--- config.mk ---
export PLATFORM = sky130hd
export DESIGN_NAME = rtc_parallel_bus_port
export DESIGN_NICKNAME = d
export VERILOG_FILES = /design/src/rtl/rtc_strobe_gate.sv /design/src/rtl/rtc_parallel_bus_port.sv
export SDC_FILE = /design/constraint.sdc
export NUM_CORES = 1
export LEC_CHECK = 0
export BUFFER_PORTS_ARGS = -buffer_cell sky130_fd_sc_hd__buf_2
export CAP_MARGIN = 10
export CORE_UTILIZATION = 58
export CTS_CLUSTER_SIZE = 10
export DETAILED_ROUTE_END_ITERATION = 10
export PLACE_DENSITY = 0.88
export SKIP_LAST_GASP = 1
export SYNTH_ARGS = -nofsm -noshare
export SYNTH_HDL_FRONTEND = slang
export SYNTH_SLANG_ARGS = --single-unit
--- constraint.sdc ---
create_clock -name sys_clk -period 1.7 [get_ports sys_clk]
set_input_delay 0.17 -clock sys_clk [delete_from_list [all_inputs] [get_ports sys_clk]]
set_output_delay 0.17 -clock sys_clk [all_outputs]
set_load 0.01 [all_outputs]
--- src/rtl/rtc_strobe_gate.sv ---
`timescale 1ns/1ps

package rtc_port_pkg;
    // Bus widths of the nibble-wide host port
    localparam int ADDR_W = 4;
    localparam int DATA_W = 4;
    localparam int REG_DEPTH = 16;
    // Control and status nibble
    localparam logic [3:0] CTRL_ADDR = 4'hE;
    localparam int PERIODIC_BIT = 0;
    localparam int ALARM_BIT = 1;
    localparam int HALT_BIT = 2;
    localparam int TICK_EN_BIT = 3;
    // Reset values of the output flip-flops
    localparam logic PIN_DRIVE_LEVEL = 1'b0;
    localparam logic OE_RELEASED = 1'b0;
    localparam logic STROBE_IDLE = 1'b0;
endpackage

// Qualifies one strobe with chip-select and marks its start and end
module rtc_strobe_gate
    import rtc_port_pkg::*;
(
    // Clock and reset
    input wire logic sys_clk,
    input wire logic resetn,
    // Bus pins, active low
    input wire logic cs_n,
    input wire logic strobe_n,
    // Access phase
    output logic active,
    output logic start,
    output logic finish
);
    logic both_low; // Access condition this cycle

    // Access needs both pins low, whichever fell last
    assign both_low = !cs_n && !strobe_n;

    // Registered access phase, cleared at reset
    always_ff @(posedge sys_clk) begin
        if (!resetn) begin
            active <= STROBE_IDLE;
        end else begin
            active <= both_low;
        end
    end

    // Edges of the access phase; cs held low leaves the strobe alone to decide
    assign start = both_low && !active;
    assign finish = !both_low && active;
endmodule

--- src/rtl/rtc_parallel_bus_port.sv ---
`timescale 1ns/1ps

// Operation
// - Works with chip-select tied low permanently
// - Chip-select may precede or follow address
// - Registers undefined at power-on until written
// - Interrupt level undefined until registers written
// - Halt flag set keeps tick output released
// - Interrupt and tick outputs are open-drain
// - Interrupt is OR of alarm and periodic
module rtc_parallel_bus_port
    import rtc_port_pkg::*;
#(
    parameter int AW = ADDR_W,
    parameter int DW = DATA_W
)
(
    // Clock and reset
    input wire logic sys_clk,
    input wire logic resetn,
    // Host bus controls, active low
    input wire logic cs_n,
    input wire logic rd_n,
    input wire logic wr_n,
    input wire logic [AW-1:0] addr,
    // Two-way data bus
    input wire logic [DW-1:0] data_in,
    output logic [DW-1:0] data_out,
    output logic data_oe,
    // Events from the timekeeping core
    input wire logic alarm_event,
    input wire logic periodic_event,
    input wire logic osc_start_event,
    input wire logic tick_level,
    // Open-drain interrupt pin
    output logic interrupt_out_n,
    output logic interrupt_out_n_oe,
    // Open-drain timing pin
    output logic tick_pulse_out,
    output logic tick_pulse_out_oe
);
    // Control bits need four data bits and the map sixteen addresses
    if (AW != ADDR_W || DW < DATA_W) begin : g_bad_width
        $error("rtc_parallel_bus_port: unsupported bus width");
    end

    logic rd_active; // Read phase
    logic wr_active; // Write phase
    logic wr_start; // Write phase begins
    logic wr_finish; // Write phase ends, commit point
    logic [AW-1:0] wr_addr; // Address held during write
    logic [DW-1:0] wr_data; // Data held during write
    logic [DW-1:0] mem [REG_DEPTH]; // Register array, never reset
    logic alarm_hit_flag; // Sticky alarm hit
    logic periodic_hit_flag; // Sticky periodic hit
    logic osc_halt_flag; // Sticky oscillator-start flag
    logic tick_enable; // Software gate for the timing pin
    logic ctrl_write; // Commit to control nibble
    logic [DW-1:0] next_rdata; // Value of the addressed register

    // Read strobe qualifier
    rtc_strobe_gate u_rd_gate (
        .sys_clk(sys_clk),
        .resetn(resetn),
        .cs_n(cs_n),
        .strobe_n(rd_n),
        .active(rd_active),
        .start(),
        .finish()
    );

    // Write strobe qualifier
    rtc_strobe_gate u_wr_gate (
        .sys_clk(sys_clk),
        .resetn(resetn),
        .cs_n(cs_n),
        .strobe_n(wr_n),
        .active(wr_active),
        .start(wr_start),
        .finish(wr_finish)
    );

    // Hold address and data while the write phase is open; the last
    // sample before the rising edge is what gets committed
    always_ff @(posedge sys_clk) begin
        if (!resetn) begin
            wr_addr <= '0;
            wr_data <= '0;
        end else if (wr_start || wr_active) begin
            wr_addr <= addr;
            wr_data <= data_in;
        end
    end

    assign ctrl_write = wr_finish && (wr_addr == CTRL_ADDR);

    // Plain storage nibbles; no reset, so contents are undefined until
    // software writes them, and reads before that return garbage
    always_ff @(posedge sys_clk) begin
        if (wr_finish && !ctrl_write) begin
            mem[wr_addr] <= wr_data;
        end
    end

    // Sticky event flags; no reset, set wins over a clearing write
    always_ff @(posedge sys_clk) begin
        if (ctrl_write) begin
            alarm_hit_flag <= alarm_event || wr_data[ALARM_BIT];
            periodic_hit_flag <= periodic_event || wr_data[PERIODIC_BIT];
        end else begin
            alarm_hit_flag <= alarm_event || alarm_hit_flag;
            periodic_hit_flag <= periodic_event || periodic_hit_flag;
        end
    end

    // Halt flag and tick enable, also undefined until written
    always_ff @(posedge sys_clk) begin
        if (ctrl_write) begin
            osc_halt_flag <= osc_start_event || wr_data[HALT_BIT];
            tick_enable <= wr_data[TICK_EN_BIT];
        end else if (osc_start_event) begin
            osc_halt_flag <= 1'b1;
        end
    end

    // Read mux, follows the address live so select/address order is free
    always_comb begin
        next_rdata = '0;
        if (addr == CTRL_ADDR) begin
            next_rdata[ALARM_BIT] = alarm_hit_flag;
            next_rdata[PERIODIC_BIT] = periodic_hit_flag;
            next_rdata[HALT_BIT] = osc_halt_flag;
            next_rdata[TICK_EN_BIT] = tick_enable;
        end else begin
            next_rdata = mem[addr];
        end
    end

    // Data bus driver: registered, enabled in the cycle after both read pins are low
    always_ff @(posedge sys_clk) begin
        if (!resetn) begin
            data_out <= '0;
            data_oe <= OE_RELEASED;
        end else begin
            data_out <= next_rdata;
            data_oe <= !cs_n && !rd_n;
        end
    end

    // Interrupt pin; level follows flags, which may be garbage at power-on
    always_ff @(posedge sys_clk) begin
        if (!resetn) begin
            interrupt_out_n <= PIN_DRIVE_LEVEL;
            interrupt_out_n_oe <= OE_RELEASED;
        end else begin
            interrupt_out_n <= PIN_DRIVE_LEVEL;
            interrupt_out_n_oe <= alarm_hit_flag || periodic_hit_flag;
        end
    end

    // Timing pin; held off while the halt flag is set, until a control write clears it
    always_ff @(posedge sys_clk) begin
        if (!resetn) begin
            tick_pulse_out <= PIN_DRIVE_LEVEL;
            tick_pulse_out_oe <= OE_RELEASED;
        end else begin
            tick_pulse_out <= PIN_DRIVE_LEVEL;
            tick_pulse_out_oe <= tick_level && tick_enable && !osc_halt_flag;
        end
    end

    // Flags are unknown until the first control write; the OR check waits
    // for it so that power-on garbage in the flags cannot trip it
    logic ctrl_written; // Control nibble written since reset
    always_ff @(posedge sys_clk) begin
        if (!resetn) begin
            ctrl_written <= 1'b0;
        end else if (ctrl_write) begin
            ctrl_written <= 1'b1;
        end
    end

    // Checks
    a_read_gate: assert property (@(posedge sys_clk) disable iff (!resetn)
        data_oe |-> $past(!cs_n && !rd_n))
        else $error("data bus driven without select and read low");
    a_cs_tied_low: assert property (@(posedge sys_clk) disable iff (!resetn)
        (!cs_n && $fell(rd_n)) ##0 !cs_n [*2] |-> data_oe)
        else $error("read with select held low not served");
    a_read_follows: assert property (@(posedge sys_clk) disable iff (!resetn)
        (!cs_n && !rd_n) |=> data_out == $past(next_rdata))
        else $error("read data does not follow address");
    a_write_commit: assert property (@(posedge sys_clk) disable iff (!resetn)
        (wr_finish && !ctrl_write) |=> mem[$past(wr_addr)] == $past(wr_data))
        else $error("write not committed at strobe end");
    a_flag_set_wins: assert property (@(posedge sys_clk) disable iff (!resetn)
        alarm_event |=> alarm_hit_flag)
        else $error("alarm event lost");
    a_irq_or: assert property (@(posedge sys_clk) disable iff (!resetn)
        ctrl_written |=> interrupt_out_n_oe == $past(alarm_hit_flag || periodic_hit_flag))
        else $error("interrupt is not OR of sources");
    a_write_gate: assert property (@(posedge sys_clk) disable iff (!resetn)
        wr_active |-> $past(!cs_n && !wr_n))
        else $error("write phase open without select and strobe low");
    a_halt_set_wins: assert property (@(posedge sys_clk) disable iff (!resetn)
        osc_start_event |=> osc_halt_flag)
        else $error("oscillator start event lost");
    a_irq_release: assert property (@(posedge sys_clk) disable iff (!resetn)
        (!alarm_hit_flag && !periodic_hit_flag) [*2] |-> !interrupt_out_n_oe)
        else $error("interrupt driven with no source");
    a_tick_halt: assert property (@(posedge sys_clk) disable iff (!resetn)
        osc_halt_flag |=> !tick_pulse_out_oe)
        else $error("timing pin driven while halt flag set");
    a_open_drain: assert property (@(posedge sys_clk) disable iff (!resetn)
        interrupt_out_n_oe |-> interrupt_out_n == 1'b0 && $past(resetn))
        else $error("open-drain pin not pulling low");

    c_read: cover property (@(posedge sys_clk) disable iff (!resetn)
        !cs_n && $fell(rd_n) ##1 data_oe);
    c_write: cover property (@(posedge sys_clk) disable iff (!resetn)
        wr_start ##[1:8] wr_finish);
    c_irq: cover property (@(posedge sys_clk) disable iff (!resetn)
        $rose(interrupt_out_n_oe));
    c_tick: cover property (@(posedge sys_clk) disable iff (!resetn)
        $rose(tick_pulse_out_oe));
    c_tick_held: cover property (@(posedge sys_clk) disable iff (!resetn)
        osc_halt_flag && tick_level && tick_enable);
endmodule

---- Word-level counts from Yosys, hierarchy flattened ----
Memory sizes are Yosys's and may differ from the RTL's.
Cells that the tools add are included.
word-level totals
  flip-flop bits (word level) ............. 20
  memory bits (writable) .................. 64
  input bits .............................. 17
  output and inout bits ................... 9
  word-level logic and storage cells ...... 44
  memories kept ........................... 1
cells by class
  equal/unequal tests ..................... 2
  mux-type cells .......................... 7
  reductions and logical operators ........ 23
memory list
  memory  depth  width  rd ports  clocked after memory_dff  write ports  line                         text
  mem     16     4      1         0                         1            rtc_parallel_bus_port.sv:53  logic [DW-1:0] mem [REG_DEPTH];
operators with widths
  cell                  count
  $eq A4 B4 Y1 const B  2
  $logic_and A1 B1 Y1   8
  $logic_not A1 Y1      7
  $logic_or A1 B1 Y1    7
  $mux W1               6
  $mux W4               1
  $reduce_bool A2 Y1    1

---- Logic depth before layout (Yosys ltp) ----
  depth after elaboration ................. 9
  gate-level depth with buffers ........... 6
  depth with buffers taken out ............ 4

---- Modules after synthesis ----
A second synthesis with hierarchy kept.
unflattened totals
  cell total of the unflattened synthesis .. 202
  area, all modules ....................... 3186.8 µm²
by module, submodules not included
  module                 times used  cells each  area an instance (µm²)  sequential area each (µm²)
  rtc_parallel_bus_port  1           198         3136.8                  2202.1
  rtc_strobe_gate        1           4           50.0                    20.0

---- Worst setup path after synthesis ----
No wires, ideal clock.
  kind .................................... flip-flop to flip-flop
  from .................................... register u_wr_gate.active
  to ...................................... memory mem[0][0] (netlist name), enable pin
  setup time .............................. 361 ps
  arrival time ............................ 1155 ps
  required time ........................... 1339 ps
  path slack .............................. 184 ps
  cell stages (with the launch flop) ...... 4
  path buffers ............................ 0
  cell sequence ........................... dfxtp_1 > o21ai_0 > or3_1 > nor3_1
on the way
  cells in the longest elaborated chain, start to end .. 6
RTL lines
  what                             line                          text
  from (decl)                      rtc_strobe_gate.sv:31         output logic active,
  from (signal assigned)           rtc_strobe_gate.sv:45         active <= both_low;
  $logic_and A1 B1 Y1 *            rtc_strobe_gate.sv:51         assign finish = !both_low && active;
  $logic_and A1 B1 Y1              rtc_parallel_bus_port.sv:95   assign ctrl_write = wr_finish && (wr_addr == CTRL_ADDR);
  $logic_not A1 Y1                 rtc_parallel_bus_port.sv:100  if (wr_finish && !ctrl_write) begin
  $logic_and A1 B1 Y1 *            rtc_parallel_bus_port.sv:100
  $mux W1 *                        rtc_parallel_bus_port.sv:100
  $mux W1 (not written as such) *  rtc_parallel_bus_port.sv:101  mem[wr_addr] <= wr_data;
  to (decl)                        rtc_parallel_bus_port.sv:53
Mark *: on every way between the ends. The rest lies on a longest branch, timed or not.

---- Worst setup path in the final report ----
  from .................................... register wr_addr[1]
  to ...................................... memory mem[10][0] (netlist name), enable pin
on the way
  cells in the longest elaborated chain, start to end .. 6
RTL lines
  what                           line                          text
  from (decl)                    rtc_parallel_bus_port.sv:51   logic [AW-1:0] wr_addr;
  from (signal assigned)         rtc_parallel_bus_port.sv:90   wr_addr <= addr;
  $eq A4 B4 Y1                   rtc_parallel_bus_port.sv:95
  $logic_and A1 B1 Y1            rtc_parallel_bus_port.sv:95
  $logic_not A1 Y1               rtc_parallel_bus_port.sv:100
  $logic_and A1 B1 Y1            rtc_parallel_bus_port.sv:100
  $mux W1                        rtc_parallel_bus_port.sv:100
  $mux W1 (not written as such)  rtc_parallel_bus_port.sv:101
Parallel ways exist; a longest one is shown, timed or not.

==> impl_metrics.yaml <==
timing:
  fin_hold_ws_ns: 0.0238
  fmax_mhz: 634
  worst_clock_skew_ns: 0.00794
  final-setup-viol-count: 0
  fin_crit_ns: 1.58
  tightest_slew_ns: 0.614
  setup_ws_ns: 0.122
  slew-limit-headroom_pct: 59.0
  fin_tns_setup_ns: 0
  finalHoldViolCount: 0
  report.final.slew_viol_count: 0
  final.period_utilization_pct: 92.8
logic_synthesis:
  syn-cell-area_sq_mm: 0.00318
  ys.flop_type: "edfxtp_1"
  netlist_instances: 210
  ys_seq_elements: 80
  avgSynthCellArea_sq_um: 15.1
  yosysUniqueCellTypes: 35
  synth_edf_count: 62
  async_reset_ff_share_pct: 0
  ys_warn_count: 0
  ys_seq_area_share_pct: 69.9
detailed_routing:
  firstDrtPassIters: 4
  via_count: 1842
  wl_met1_microns: 2340
  first_iter_violations: 142
  ant_nets: 0
  drcViolationCount: 0
  top_layer_used: "met4"
  wl_met2_microns: 2920
  viasPerCell: 5.81
  wire_per_inst_microns: 18.2
  wl_met3_microns: 366
  wl_microns: 5780
run:
  cap_violations: 0
cells_and_area:
  fillers: 328
  finalNetCount: 259
  antenna_cells: 0
  mostFrequentLayoutCell: "edfxtp_1"
  stdcell_count: 317
  fin_util_pct: 68.7
  area_growth_pct: 12.4
  drive_gt1_share_pct: 23.5
  final_cell_mix: "edfxtp_1 (62), buf_2 (23), nand2_1 (19), dfxtp_1 (18), nor2_1 (17)"
place:
  dp_slack_ns: 0.108
  dp_cells: 300
  place_congestion: 0.857
  hpwl_microns: 3870
  port_buffers: 23
clocking:
  cts_sinks: 80
  clk_pin_slew_ns: 0.07
  cts_tree: "done"
  cts_buffers: 9
  clock_latency_ns: 0.34
  root_buffer: "clkbuf_8"
  htree_levels: 3
  cts_buffer_depth: 2
floorplan:
  die_x_microns: 76.1
  start_util_pct: 61.1
  die_h_microns: 76.1
  pin_count: 26
  die_area_sq_mm: 0.00578
  fp-row-count: 26
  core_sq_mm: 0.00520
setup_path:
  end_kind: "flip-flop"
  cp-start-kind: "flip-flop"
  critPathKind: "flip-flop to flip-flop"
  worst-path-max-fanout: 5
  cp.arrival_ns: 1.57
  cp.required_ns: 1.69
global_route:
  grt_first_pass_wirelength_microns: 9390
  grt-ovfl-total: 0
  antenna_found_initial: 0
  grt_use_total_pct: 22.6
  grt_max_degree: 21
  grt_pass1_vias: 1803
pwr:
  vdd_drop_max_mv: 0.493
  p_leak_nw: 1.33
  p_per_area_mw_per_mm2: 1020
hold_path:
  hp-class: "input pin to flip-flop"
outcome:
  status: "completed"
logic make-up after synthesis:
kind of cell | synth area share (%)
flip-flops | 69.9
AND/OR/NAND/NOR | 8.73
AO/OA/AOI/OAI | 8.14
multiplexers | 10.3
buffers and inverters | 2.83
other | 0.118
sequential cells by signal, indices dropped and copies added (netlist names):
| signal | cells |
|---|---|
| alarm_hit_flag | 1 |
| data_oe | 1 |
| data_out | 4 |
| interrupt_out_n_oe | 1 |
| mem | 60 |
| osc_halt_flag | 1 |
| periodic_hit_flag | 1 |
| tick_enable | 1 |
| tick_pulse_out_oe | 1 |
| u_wr_gate.active | 1 |
| wr_addr | 4 |
| wr_data | 4 |
Yosys cell counts (all sizes together), types with 3 or more instances:
library cell   n  area share (%)
nand2         19             2.2
a21boi         8             1.9
o21ai          7             1.1
or2            3            0.59
nor2          19             2.2
mux2           4             1.4
o2111ai        5             1.4
buf            8             2.0
nor3           5            0.94
mux4           8             6.4
edfxtp        62              59
clkbuf         5            0.59
a22oi          8             1.9
o22a           4             1.1
dfxtp         18              11
mux2i          8             2.5
nand2b         3            0.59
report_power, final:
group          switching (mW)  internal [mW]  total, mW
logic                   0.101         0.0828      0.184
registers              0.0407           2.13       2.17
clock network           0.635          0.671       1.31
cell type report:
cell class / count / area [sq um] / area share [%]
clock inverter: 6 / 60.1 / 1.68
inverter: 2 / 7.51 / 0.210
sequential: 80 / 2220 / 62.2
multi-input combinational: 116 / 877 / 24.5
tap: 70 / 87.6 / 2.45
timing repair buffer: 33 / 193 / 5.39
clock buffer: 10 / 128 / 3.57
repair_timing:
action,CTS,global route
hold endpoints to repair,1,0
setup buffers,0,0
resized for setup,0,2
hold buffers,1,0
endpoints found under the setup margin,0,8
path summary, 6_finish.rpt:
kind                                              start                     end  slack, ns  cells past startpoint
worst max register to register  wr_addr[1]$_SDFFE_PN0P_    mem[10][0]$_DFFE_PP_       0.12                      3
worst min-delay path                        alarm_event  alarm_hit_flag$_DFF_P_       0.02                      3
worst min register to register   alarm_hit_flag$_DFF_P_  alarm_hit_flag$_DFF_P_       0.52                      2
worst max-delay path            wr_addr[1]$_SDFFE_PN0P_    mem[10][0]$_DFFE_PP_       0.12                      3
per-layer routing:
metal	up-vias	GRT usage, %
met5	-	0
met4	0	10.8
met3	13	7.43
met2	80	35.1
met1	884	28.8
li1	865	-
per-stage QoR:
| step | power, mW | instance area (sq um) |
|---|---|---|
| finish | 3.66 | 3570 |
| CTS | 3.68 | 3570 |
| floorplan | 2.33 | 3180 |
| detailed placement | 2.39 | 3370 |
| global placement | 2.39 | 3370 |
| global route | 3.80 | 3570 |
worst max-delay path: stages (launching register included):
cell and delay, ns:
dfxtp_1 0.40, o211ai_1 0.13, or2_2 0.33, nor2_1 0.36
No activity file was read; power rests on OpenSTA's default activity.
